--- src/design/cefmb_pkg.sv ---
// Package: register map, reset values, field positions and carriers of the event flag and mask bank
package cefmb_pkg;

  localparam int CEFMB_DATA_W = 8;
  localparam int CEFMB_EVENT_N = 7;
  localparam int CEFMB_MASK_N = 4;
  localparam int CEFMB_SYNC_STAGES = 3;

  // Register offsets on the serial control bus
  localparam logic [7:0] CEFMB_ADDR_EVENT_FLAGS = 8'h06;
  localparam logic [7:0] CEFMB_ADDR_MASK_CHARGE = 8'h07;
  localparam logic [7:0] CEFMB_ADDR_MASK_FAULT = 8'h08;
  localparam logic [7:0] CEFMB_ADDR_MASK_ALARM = 8'h09;
  localparam logic [7:0] CEFMB_ADDR_MASK_TIMERS = 8'h0A;

  // Values after reset
  localparam logic [7:0] CEFMB_RST_EVENT_FLAGS = 8'h00;
  localparam logic [7:0] CEFMB_RST_MASK_CHARGE = 8'h00;
  localparam logic [7:0] CEFMB_RST_MASK_FAULT = 8'h00;
  localparam logic [7:0] CEFMB_RST_MASK_ALARM = 8'h71;
  localparam logic [7:0] CEFMB_RST_MASK_TIMERS = 8'h00;
  localparam logic [7:0] CEFMB_RDATA_UNMAPPED = 8'h00;

  // Mask bank tables, index 0 is the charge status mask
  localparam logic [CEFMB_MASK_N-1:0][7:0] CEFMB_MASK_ADDR = {
    CEFMB_ADDR_MASK_TIMERS, CEFMB_ADDR_MASK_ALARM, CEFMB_ADDR_MASK_FAULT, CEFMB_ADDR_MASK_CHARGE};
  localparam logic [CEFMB_MASK_N-1:0][7:0] CEFMB_MASK_RST = {
    CEFMB_RST_MASK_TIMERS, CEFMB_RST_MASK_ALARM, CEFMB_RST_MASK_FAULT, CEFMB_RST_MASK_CHARGE};

  // Event flag field positions
  localparam int CEFMB_BIT_WATCHDOG = 6;
  localparam int CEFMB_BIT_CHARGE_TIMER = 5;
  localparam int CEFMB_BIT_AUX_OCP = 4;
  localparam int CEFMB_BIT_ILIM_OPEN = 3;
  localparam int CEFMB_BIT_WAKE_FIRST = 2;
  localparam int CEFMB_BIT_WAKE_SECOND = 1;
  localparam int CEFMB_BIT_RESET_WARN = 0;

  // Charge status mask field positions
  localparam int CEFMB_BIT_CONST_VOLTAGE = 6;
  localparam int CEFMB_BIT_INPUT_POWER_GOOD = 0;
  // Fault and thermal mask field positions
  localparam int CEFMB_BIT_INPUT_OVERVOLTAGE = 7;
  localparam int CEFMB_BIT_THERMISTOR_HOT = 0;

  // Event pins, bit order equals flag bit order
  typedef struct packed {
    logic watchdog_expiry_event;
    logic charge_timer_expiry_event;
    logic aux_regulator_overcurrent_event;
    logic current_limit_pin_open_event;
    logic button_wake_first_event;
    logic button_wake_second_event;
    logic button_reset_warning_event;
  } cefmb_events_s;

  // Register port request from the serial bus slave
  typedef struct packed {
    logic [7:0] addr;
    logic wr;
    logic rd;
    logic [7:0] wdata;
  } cefmb_reg_req_s;

endpackage

--- src/design/cefmb_event_sync.sv ---
// Three-stage synchroniser and rising-edge detector for the asynchronous event inputs
`timescale 1ns/1ps
module cefmb_event_sync import cefmb_pkg::*; #(
  parameter int WIDTH = CEFMB_EVENT_N
) (
  input wire logic clk, // Device clock
  input wire logic rstn, // Async reset, active low
  input wire logic [WIDTH-1:0] raw, // Event levels from outside the clock domain
  output logic [WIDTH-1:0] hit // One-cycle pulse on a settled rising level
);

  genvar k;
  generate
    for (k = 0; k < WIDTH; k++) begin : g_bit
      logic s1;
      logic s2;
      logic s3;
      logic settled;
      wire agree = (s2 == s3);
      wire rise = agree && s3 && !settled;
      always_ff @(posedge clk or negedge rstn) begin
        if (!rstn) begin
          s1 <= 1'b0;
          s2 <= 1'b0;
          s3 <= 1'b0;
          settled <= 1'b0;
          hit[k] <= 1'b0;
        end else begin
          s1 <= raw[k];
          s2 <= s1;
          s3 <= s2;
          // Only a level seen on two late stages counts
          if (agree) begin
            settled <= s3;
          end
          hit[k] <= rise;
        end
      end
    end
  endgenerate

endmodule // cefmb_event_sync

--- src/design/cefmb_top.sv ---
// Event flag register and interrupt mask bank with interrupt output
// Operation
// Watchdog expiry sets flag bit 6; nothing else sets it.
// Charge safety timer expiry sets flag bit 5.
// Auxiliary regulator overcurrent sets flag bit 4; zero means regulator normal.
// Open maximum-current setting input sets flag bit 3.
// First push-button wake timer expiry sets flag bit 2.
// Second push-button wake timer expiry sets flag bit 1.
// Push-button reset warning timer expiry sets flag bit 0.
// Charge status mask bits 6..0 block CV, done, ilim, path, vin-reg, thermal, power-good.
// Charge status mask sits at 0x7, resets to 0x0.
// Fault mask: bit 7 input OV, bit 5 battery OC, bit 4 battery UV.
// Fault mask bits 3..0 block thermistor cold, cool, warm, hot.
// Fault mask sits at 0x8, resets to 0x0.
// Alarm mask sits at 0x9, resets to 0x71.
// Mask bits read and write; one blocks interrupt, zero enables.
// Flag register clears on host read and resets to zero.
// Flags stay set until read; masking never stops recording.
// Interrupt asserts while any flag is set with its mask clear.
`timescale 1ns/1ps
module cefmb_top import cefmb_pkg::*; (
  input wire logic clk, // Device clock, 100 MHz
  input wire logic rstn, // Async reset, active low
  input wire cefmb_events_s event_pins, // Expiry and fault levels, asynchronous
  input wire logic [7:0] charge_status_flags, // Pending flags of the charge status flag register
  input wire logic [7:0] fault_thermal_flags, // Pending flags of the fault and thermal flag register
  input wire logic [7:0] converter_alarm_flags, // Pending flags of the converter alarm flag register
  input wire cefmb_reg_req_s reg_req, // Register access from the serial bus slave
  output logic [7:0] reg_rdata, // Read data, valid with reg_rvalid
  output logic reg_rvalid, // One-cycle pulse, one cycle after a read
  output logic irq // Interrupt request, active high
);

  logic [CEFMB_EVENT_N-1:0] event_hit;
  logic [CEFMB_EVENT_N-1:0] event_flags;
  logic [CEFMB_MASK_N-1:0][7:0] mask;

  cefmb_event_sync #(
    .WIDTH(CEFMB_EVENT_N)
  ) u_event_sync (
    .clk(clk),
    .rstn(rstn),
    .raw(event_pins),
    .hit(event_hit)
  );

  // Address decode
  wire sel_flags = (reg_req.addr == CEFMB_ADDR_EVENT_FLAGS);
  wire rd_flags = reg_req.rd && sel_flags;
  logic [CEFMB_MASK_N-1:0] sel_mask;
  logic [CEFMB_MASK_N-1:0] wr_mask;

  // Set wins over the read clear, so an event in the read cycle survives
  wire [CEFMB_EVENT_N-1:0] kept_flags = rd_flags ? {CEFMB_EVENT_N{1'b0}} : event_flags;
  wire [CEFMB_EVENT_N-1:0] next_event_flags = kept_flags | event_hit;

  always_ff @(posedge clk or negedge rstn) begin
    if (!rstn) begin
      event_flags <= CEFMB_RST_EVENT_FLAGS[CEFMB_EVENT_N-1:0];
    end else begin
      event_flags <= next_event_flags;
    end
  end

  genvar m;
  generate
    for (m = 0; m < CEFMB_MASK_N; m++) begin : g_mask
      assign sel_mask[m] = (reg_req.addr == CEFMB_MASK_ADDR[m]);
      assign wr_mask[m] = reg_req.wr && sel_mask[m];
      always_ff @(posedge clk or negedge rstn) begin
        if (!rstn) begin
          mask[m] <= CEFMB_MASK_RST[m];
        end else if (wr_mask[m]) begin
          mask[m] <= reg_req.wdata;
        end
      end
    end
  endgenerate

  // Read data select; unmapped offsets read zero
  wire [7:0] flags_word = {1'b0, event_flags};
  wire [7:0] next_rdata = sel_flags ? flags_word :
                          sel_mask[0] ? mask[0] :
                          sel_mask[1] ? mask[1] :
                          sel_mask[2] ? mask[2] :
                          sel_mask[3] ? mask[3] : CEFMB_RDATA_UNMAPPED;

  always_ff @(posedge clk or negedge rstn) begin
    if (!rstn) begin
      reg_rdata <= CEFMB_RDATA_UNMAPPED;
      reg_rvalid <= 1'b0;
    end else begin
      reg_rvalid <= reg_req.rd;
      if (reg_req.rd) begin
        reg_rdata <= next_rdata;
      end
    end
  end

  // Masks gate only the request, never the flag storage
  wire [7:0] open_charge = charge_status_flags & ~mask[0];
  wire [7:0] open_fault = fault_thermal_flags & ~mask[1];
  wire [7:0] open_alarm = converter_alarm_flags & ~mask[2];
  wire [7:0] open_timers = flags_word & ~mask[3];
  wire next_irq = |{open_charge, open_fault, open_alarm, open_timers};

  // Registered, so irq trails its cause by one cycle
  always_ff @(posedge clk or negedge rstn) begin
    if (!rstn) begin
      irq <= 1'b0;
    end else begin
      irq <= next_irq;
    end
  end

  // Helper: high only at the first edge after reset release
  logic first_cycle;
  always_ff @(posedge clk or negedge rstn) begin
    if (!rstn) begin
      first_cycle <= 1'b1;
    end else begin
      first_cycle <= 1'b0;
    end
  end
endmodule // cefmb_top
--- config.mk ---
export PLATFORM = sky130hd
export DESIGN_NAME = cefmb_top
export DESIGN_NICKNAME = d
export VERILOG_FILES = /design/src/design/cefmb_pkg.sv /design/src/design/cefmb_event_sync.sv /design/src/design/cefmb_top.sv
export SDC_FILE = /design/constraint.sdc
export NUM_CORES = 1
export LEC_CHECK = 0
export BUFFER_PORTS_ARGS = -buffer_cell sky130_fd_sc_hd__buf_4
export CAP_MARGIN = 40
export CELL_PAD_IN_SITES_DETAIL_PLACEMENT = 0
export CELL_PAD_IN_SITES_GLOBAL_PLACEMENT = 1
export CORE_MARGIN = 2
export CORE_UTILIZATION = 41
export DETAILED_ROUTE_END_ITERATION = 16
export PLACE_DENSITY_LB_ADDON = 0.1
export SYNTH_ARGS = -nofsm -noshare
export SYNTH_HDL_FRONTEND = slang
export SYNTH_SLANG_ARGS = --single-unit
--- constraint.sdc ---
create_clock -name clk -period 1.2 [get_ports clk]
set_input_delay 0.06 -clock clk [delete_from_list [all_inputs] [get_ports clk]]
set_output_delay 0.06 -clock clk [all_outputs]
set_load 0.005 [all_outputs]
# Word-level counts from Yosys, hierarchy flattened
# Cells that the tools add are included.
# Widths: inputs -> output; s select.
[totals] ff_bits=84 inputBits=51 word_cells=97
[op_classes] eq_ne=12 mux=6 bitwise_logic=9 n_reduce_logical=27
[ops] op="$mux 8" count=5
[ops] op="$not 8->8" count=4
[ops] op="$reduce_or 32->1" count=1
[ops] op="$and 8x8->8" count=3
[ops] op="$eq 8x4->1 const B" count=3
[ops] op="$logic_and 1x1->1" count=19
[ops] op="$eq 8x3->1 const B" count=2
[ops] op="$and 7x8->8" count=1
[ops] op="$eq 1x1->1" count=7
[ops] op="$logic_not 1->1" count=7
[ops] op="$mux 7" count=1
[ops] op="$or 7x7->7" count=1

# Logic depth before layout (Yosys ltp)
# Gate-level depths: netlist of run 1.
[depth] word_depth=6 depth_mapped=5 ltp_nobuf=4

# Cells and area by module
# A second synthesis of run 1 with hierarchy kept.
[hier_totals] cells_unflattened=263 hier_area_um2=3577.2
[by_module_without_submodules] module="cefmb_top" instances=1 cells_each=207 area_per_inst_um2=2464.9 seq_area_each_um2=1231.2
[by_module_without_submodules] module="cefmb_event_sync" instances=1 cells_each=56 area_per_inst_um2=1112.3 seq_area_each_um2=875.8

# Worst setup path after synthesis of run 1
# Ideal clock, no wire load.
[synth_path] path_kind="input-to-reg" startpoint="input reg_req[15] (netlist name)" endpoint="register event_flags[0]" setup_ps=118 t_arrival_ps=1177 required_ps=1082 slack_ps=-95 stages=5 n_path_buf=1 path_cell_list="nor4_2 nand2_2 or3_1 buf_6 a21o_1"
[synth_between] elab_chain_len=4
[synth_lines] item="from (decl)" line="cefmb_top.sv:28" rtl="input wire cefmb_reg_req_s reg_req,"
[synth_lines] item="$eq 8x3->1" line="cefmb_top.sv:48" rtl="wire sel_flags = (reg_req.addr == CEFMB_ADDR_EVENT_FLAGS);"
[synth_lines] item="$logic_and 1x1->1" line="cefmb_top.sv:49" rtl="wire rd_flags = reg_req.rd && sel_flags;"
[synth_lines] item="$mux 7" line="cefmb_top.sv:54" rtl="wire [CEFMB_EVENT_N-1:0] kept_flags = rd_flags ? {CEFMB_EVENT_N{1'b0}} : event_flags;"
[synth_lines] item="$or 7x7->7" line="cefmb_top.sv:55" rtl="wire [CEFMB_EVENT_N-1:0] next_event_flags = kept_flags | event_hit;"
[synth_lines] item="named net next_event_flags[0]" line="cefmb_top.sv:55"
[synth_lines] item="to (signal assigned)" line="cefmb_top.sv:59" rtl="event_flags <= CEFMB_RST_EVENT_FLAGS[CEFMB_EVENT_N-1:0];"
[synth_lines] item="to (signal assigned)" line="cefmb_top.sv:61" rtl="event_flags <= next_event_flags;"
[synth_lines] item="to (decl)" line="cefmb_top.sv:35" rtl="logic [CEFMB_EVENT_N-1:0] event_flags;"
# The timed path passes the listed nets, and every way through them passes these cells.
# A chain may end at the register's enable or synchronous reset.

# Final worst setup path of run 1
[layout_path] startpoint="register mask[13] (netlist name)" endpoint="register reg_rdata[5]"
[layout_between] elab_chain_len=3
[layout_lines] item="from (decl)" line="cefmb_top.sv:36" rtl="logic [CEFMB_MASK_N-1:0][7:0] mask;"
[layout_lines] item="from (signal, indexed assignment)" line="cefmb_top.sv:72" rtl="mask[m] <= CEFMB_MASK_RST[m];"
[layout_lines] item="from (signal, indexed assignment)" line="cefmb_top.sv:74" rtl="mask[m] <= reg_req.wdata;"
[layout_lines] item="$mux 8" line="cefmb_top.sv:84" rtl="sel_mask[1] ? mask[1] :"
[layout_lines] item="$mux 8" line="cefmb_top.sv:83" rtl="sel_mask[0] ? mask[0] :"
[layout_lines] item="$mux 8" line="cefmb_top.sv:82" rtl="wire [7:0] next_rdata = sel_flags ? flags_word :"
[layout_lines] item="to (signal assigned)" line="cefmb_top.sv:95" rtl="reg_rdata <= next_rdata;"
[layout_lines] item="to (decl)" line="cefmb_top.sv:29" rtl="output logic [7:0] reg_rdata,"
# Every way passes these cells.

==> flow_summary.ini, run 1 <==
[outcome]
outcome = complete, but fails checks
violations = negative setup slack

[global_route]
antenna_found_initial = 0
grt_first_pass_wirelength_um = 12640
grt-ovfl-total = 0
grt_use_total_pct = 18.71
grt_pass1_vias = 2462
grt_max_degree = 85

[finish]
area_delta_synth_final_pct = 38.79
nets = 435
drive_gt1_share_pct = 41.10
final_common_cell = buf_4
most-common-layout-cells = buf_4, dfrtp_1, mux2_1, inv_1, dlygate4sd3_1
n_antenna_cell = 0
finalNonFillerCells = 487

[detailed_routing]
drcViolationCount = 0
drt-initial-drc-count = 112
wl_um = 7916
ant_nets = 0
dr.pass1.iters = 4
via_per_inst = 5.076
via_count = 2472
wl_per_cell_um = 16.25

[critical_path]
slowest_delay_ns = 0.39
worstSetupPathType = flip-flop to flip-flop
slowest_stage = dfrtp_1
cp_num_buf_inv = 0
path_delay_family = compound AO/OA/AOI/OAI gates
crit_path_end_kind = flip-flop
worstPathCellList = mux2_4 > a22oi_2 > a211oi_2 > a221o_1
crit_arrival_ns = 1.55
start_kind = flip-flop
path_max_fanout = 2
crit_required_ns = 1.44

[clock_tree]
cts_tree = done
cts.sinks = 84
path_clk_slew_ns = 0.09
clock_latency_ns = 0.36
cts_buffers = 9
clock_path_buffers = 2
htreeDepth = 3
cts-root-buf = clkbuf_8

[timing]
drv_slew = 0
rsz0062_at_grt = true
worst_slack_ns = -0.1015
hold_viol = 0
period_minus_slack_ns = 1.301
fmax_mhz = 768.4
fin_crit_sh_pct = 108.5
skew_ns = 0.01060
slew_headroom_pct = 68.69
setup_viol = 7
worst_slew_pin_slew_ns = 0.4697

[logic_synthesis]
ys_seq_elements = 84
yosysSeqAreaShare_pct = 60.10
ys_async_sr_fraction_pct = 100.0
synth_nets = 316
synth_cells = 258
yosysWarnings = 0
synth_edf_count = 0
synth.distinct_cells = 38
syn-mean-instance-area_um2 = 13.59
ys.flop_type = dfrtp_1
synth_area_um2 = 3506

[floorplan]
coreArea_um2 = 8258
rows = 33
dieArea_um2 = 9306
initial_core_util_pct = 42.45
io_pins = 61
fp.dieH_um = 96.47
die_w_um = 96.47

[placement]
dp_hpwl_um = 5549
routabilityCongestion = 0.8153
dp_cells = 452
portBuffers = 60

[worst_hold_path]
hp-class = input pin to flip-flop

[run]
drv_cap = 0

[power]
leakagePower_uw = 0.002433
p_total_uw = 5733
p_per_area_nw_per_um2 = 1178
ir_drop_mv = 0.6181
==> sequential cells by signal (all words and copies together), names as in the netlist, 7 cells and up <==
name	cells
u_event_sync.g_bit.settled	7
event_flags	7
u_event_sync.g_bit.s1	7
u_event_sync.g_bit.s3	7
reg_rdata	8
u_event_sync.g_bit.s2	7
mask	32
u_event_sync.hit	7
==> through the flow <==
step                      hold WS [ns]  cell area, um2  utilization (%)  TNS, ns  setup WS (ns)
after global placement          0.1293            4373            52.95   -10.84        -0.2694
after detailed placement        0.1287            4373            52.95   -11.38        -0.3154
final                           0.1029            4866            58.92  -0.5352        -0.1015
after CTS                      0.07984            4812            58.27  -0.5350       -0.09928
after global routing           0.09096            4866            58.92  -0.8892        -0.1726
after floorplan                -0.2356            3533                -  -0.5065       -0.05923
==> per-layer routing <==
layer	wire length [um]	vias to the layer above	share of wire (%)	global-route usage, %
li1	-	1172	-	-
met1	3683	1240	47	25.49
met2	3807	52	48	29.63
met3	348	8	4.4	4.189
met4	76	0	0.96	6.455
met5	0	-	0	0
==> power by group <==
group | internal (uW) | total, uW | switching (uW)
sequential | 2980 | 3070 | 86.7
clock | 981 | 2050 | 1070
combinational | 361 | 615 | 253
total | 4320 | 5730 | 1410
==> kinds of logic (layout without fill, tap and decap cells) <==
group	Yosys count	after routing	share of synthesized area (%)
AOI/OAI and AO/OA	51	51	10.46
DFF	84	84	60.10
muxes	47	47	15.10
adders and majority gates	7	7	2.498
and+or+nand+nor	34	34	7.638
buffers and inverters	35	159	4.211
==> Yosys cell counts, types with 2 or more instances <==
| master | n | share of area [%] |
|---|---|---|
| o22ai_1 | 13 | 2.3 |
| a21o_1 | 7 | 1.5 |
| inv_1 | 28 | 3.0 |
| dfrtp_1 | 80 | 57 |
| mux2_2 | 9 | 2.9 |
| clkbuf_1 | 2 | 0.21 |
| a211oi_1 | 6 | 1.3 |
| a21oi_1 | 8 | 1.1 |
| nor2b_1 | 8 | 1.4 |
| nand2b_1 | 3 | 0.54 |
| nand2_1 | 4 | 0.43 |
| mux2_1 | 38 | 12 |
| nand2_2 | 3 | 0.54 |
| nor4_1 | 3 | 0.54 |
| dfstp_2 | 4 | 3.0 |
| buf_4 | 2 | 0.43 |
| a22oi_1 | 7 | 1.5 |
| ha_1 | 7 | 2.5 |
| a221o_1 | 7 | 2.0 |
==> layout make-up <==
cell class	instances	area (um2)
clock buffers	10	127.6
clock inverters	6	71.32
fillers	712	3392
inverters	29	108.9
multi-input cells	139	1380
flip-flops and latches	84	2107
well taps	105	131.4
repair buffers	114	939.7
==> worst paths after layout <==
check / startpoint / end / cells after the start / slack (ns)
worst max-delay path: mask[13] / reg_rdata[5] / 4 / -0.10
worst min-delay path: charge_status_flags[5] / irq / 5 / 0.10
worst max register to register: mask[13] / reg_rdata[5] / 4 / -0.10
worst min register to register: u_event_sync.g_bit[1].s1 / u_event_sync.g_bit[1].s2 / 0 / 0.35
max in group asynchronous: rstn / mask[22] / 3 / 0.54
min in group asynchronous: rstn / mask[15] / 3 / 0.23
==> tightest hold or removal path: stages <==
cell and delay (ns):
buf_4 0.08, inv_1 0.04, o22ai_1 0.10, nor4_1 0.06, nand4_1 0.09
==> repair_timing <==
| action | 4_1_cts | 5_1_grt |
|---|---|---|
| endpoints found under the setup margin | 8 | 8 |
| endpoints found under the hold margin | 120 | 0 |
| pin swaps | 11 | 2 |
| hold buffers | 17 | 0 |
| gates resized for setup | 14 | 7 |
| setup buffers | 0 | 2 |
No activity file was read; power rests on OpenSTA's default activity.
==> inputs of run 2 (changes only) <==
--- a/config.mk
+++ b/config.mk
@@ -12,6 +12,7 @@
 export CORE_MARGIN = 2
 export CORE_UTILIZATION = 41
 export DETAILED_ROUTE_END_ITERATION = 16
+export GPL_TIMING_DRIVEN = 0
 export PLACE_DENSITY_LB_ADDON = 0.1
 export SYNTH_ARGS = -nofsm -noshare
 export SYNTH_HDL_FRONTEND = slang
==> run 2 against run 1 <==
Effect of this change: the flow still finishes with violations (negative setup slack); clock skew is essentially flat; global-route usage shrank 0.12 points; sequential power is essentially flat; cell count shrank 2.9%; register-to-register slack lost 0.02 ns; clock-buffer cell count is the same; flip-flop and latch count is the same; largest power group unchanged.
==> flow_summary.ini, run 2 (synthesis results as in run 1) <==
[worst_hold_path]
hold_path.startpoint = reg_req[16]
hp-class = input pin to flip-flop
min_delay_worst_endpoint = reg_rdata[7]
min_delay_path_depth = 4

[timing]
setup_viol = 7
worst_slack_ns = -0.1170
rsz0062_at_grt = true
skew_ns = 0.01096
worst_slew_pin_slew_ns = 0.4932
fmax_mhz = 759.3
fin_crit_sh_pct = 109.8
drv_slew = 0
hold_slack_ns = 0.1073
slew_headroom_pct = 67.12
hold_viol = 0
period_minus_slack_ns = 1.317

[finish]
largest_register_ffs = 32
area_delta_synth_final_pct = 34.19
n_antenna_cell = 0
final_common_cell = dfrtp_1
fin_util_pct = 56.97
seq_area_um2 = 2107
nets = 421
multi_input_area_um2 = 1354
most-common-layout-cells = dfrtp_1, buf_4, mux2_1, inv_1, dlygate4sd3_1
num-fill-cells = 747
top_register = mask
finalInstanceArea_um2 = 4705
reg_top3 = mask: 32 flops, reg_rdata: 8 flops
finalNonFillerCells = 473
drive_gt1_share_pct = 37.23

[power]
ir_drop_mv = 0.9046
p_per_area_nw_per_um2 = 1184
leakagePower_uw = 0.002367

[floorplan]
fp.dieH_um = 96.47
io_pins = 61
dieArea_um2 = 9306
coreArea_um2 = 8258
rows = 33
die_w_um = 96.47
initial_core_util_pct = 42.45

[run]
drv_cap = 0

[global_route]
antenna_found_initial = 0
grt_pass1_vias = 2449
grt_max_degree = 62
grt_first_pass_wirelength_um = 12650
grt_use_total_pct = 18.59
grt-ovfl-total = 0

[critical_path]
crit_arrival_ns = 1.56
worstPathCellList = mux2_4 > a22oi_2 > a211oi_2 > a221o_1
timing.rr.start = mask[10]
start_kind = flip-flop
path_max_fanout = 2
slowest_stage = dfrtp_1
r2r-end = reg_rdata[2]
worstSetupPathType = flip-flop to flip-flop
crit_required_ns = 1.44
ff2ff_setup_slack_ns = -0.12
reg2reg_depth = 4
slowest_delay_ns = 0.41
crit_path_end_kind = flip-flop

[detailed_routing]
via_per_inst = 5.169
wl_um = 7778
via_count = 2445
drcViolationCount = 0
dr.pass1.iters = 4
wl_per_cell_um = 16.44
ant_nets = 0
drt-initial-drc-count = 103

[clock_tree]
path_clk_slew_ns = 0.09
cts_tree = done
clock_latency_ns = 0.35
cts-root-buf = clkbuf_8
htreeDepth = 3
cts.sinks = 84
cts_buffers = 9
clock_path_buffers = 2

[placement]
dp_cells = 424
routabilityCongestion = 0.8175
portBuffers = 60
dp_hpwl_um = 5499
dpl_cell_area_um2 = 4143

[outcome]
violations = negative setup slack
outcome = complete, but fails checks
run 2: changes by cell type in the layout (fill, tap and decap cells not counted), sizes merged:
cell,previous run,this run
buf,97,81
inv,31,32
clkbuf,10,12
bufinv,1,0
run 2: cell type report:
type	instances	area share [%]
repair buffers	94	16.33
clock inverters	6	1.170
flip-flops and latches	84	44.79
clock buffers	10	2.926
multi-input cells	139	28.78
inverters	29	2.314
plain buffers	6	0.9043
well taps	105	2.793
run 2: stage by stage:
step	setup TNS (ns)	worst slack (ns)	power, uW
4_1_cts	-0.6696	-0.1229	5626
6_report	-0.5733	-0.1170	5571
5_1_grt	-0.9949	-0.1643	5843
2_1_floorplan	-0.5065	-0.05923	3313
3_5_place_dp	-13.66	-0.3539	3612
3_3_place_gp	-13.50	-0.3453	3581
run 2: what timing repair did:
item | CTS | global route
endpoints found under the hold margin | 120 | 0
hold buffers | 17 | 0
gates resized for setup | 9 | 6
setup endpoints to repair | 8 | 31
buffers inserted | 11 | 5
pin swaps | 9 | 2
run 2: worst max path at each step:
stage,startpoint,endpoint
floorplan,reg_req[15],event_flags[0]
finish,mask[10],reg_rdata[2]
global route,mask[28],reg_rdata[4]
global placement,reg_req[10],mask[13]
detailed placement,reg_req[10],mask[31]
CTS,mask[10],reg_rdata[2]
run 2: metal layers:
| metal | up-vias | routed length [um] | track usage (%) |
|---|---|---|---|
| met5 | - | 0 | 0 |
| met4 | 0 | 172 | 5.869 |
| met3 | 16 | 388 | 5.198 |
| met2 | 68 | 3759 | 29.86 |
| met1 | 1223 | 3458 | 24.56 |
| li1 | 1138 | - | - |
run 2: critical path, delay by kind of cell, from the launching register on:
kind	cells	cell delay, ns
compound gates	3	0.52
mux	1	0.28
flops	1	0.41
run 2: power by group:
part	internal (uW)	total, uW	leakage (uW)	switching [uW]
sequential	2980	3070	0.00104	85.5
combinational	333	578	0.00123	245
clock	848	1930	0.0000929	1080
total	4160	5570	0.00237	1410
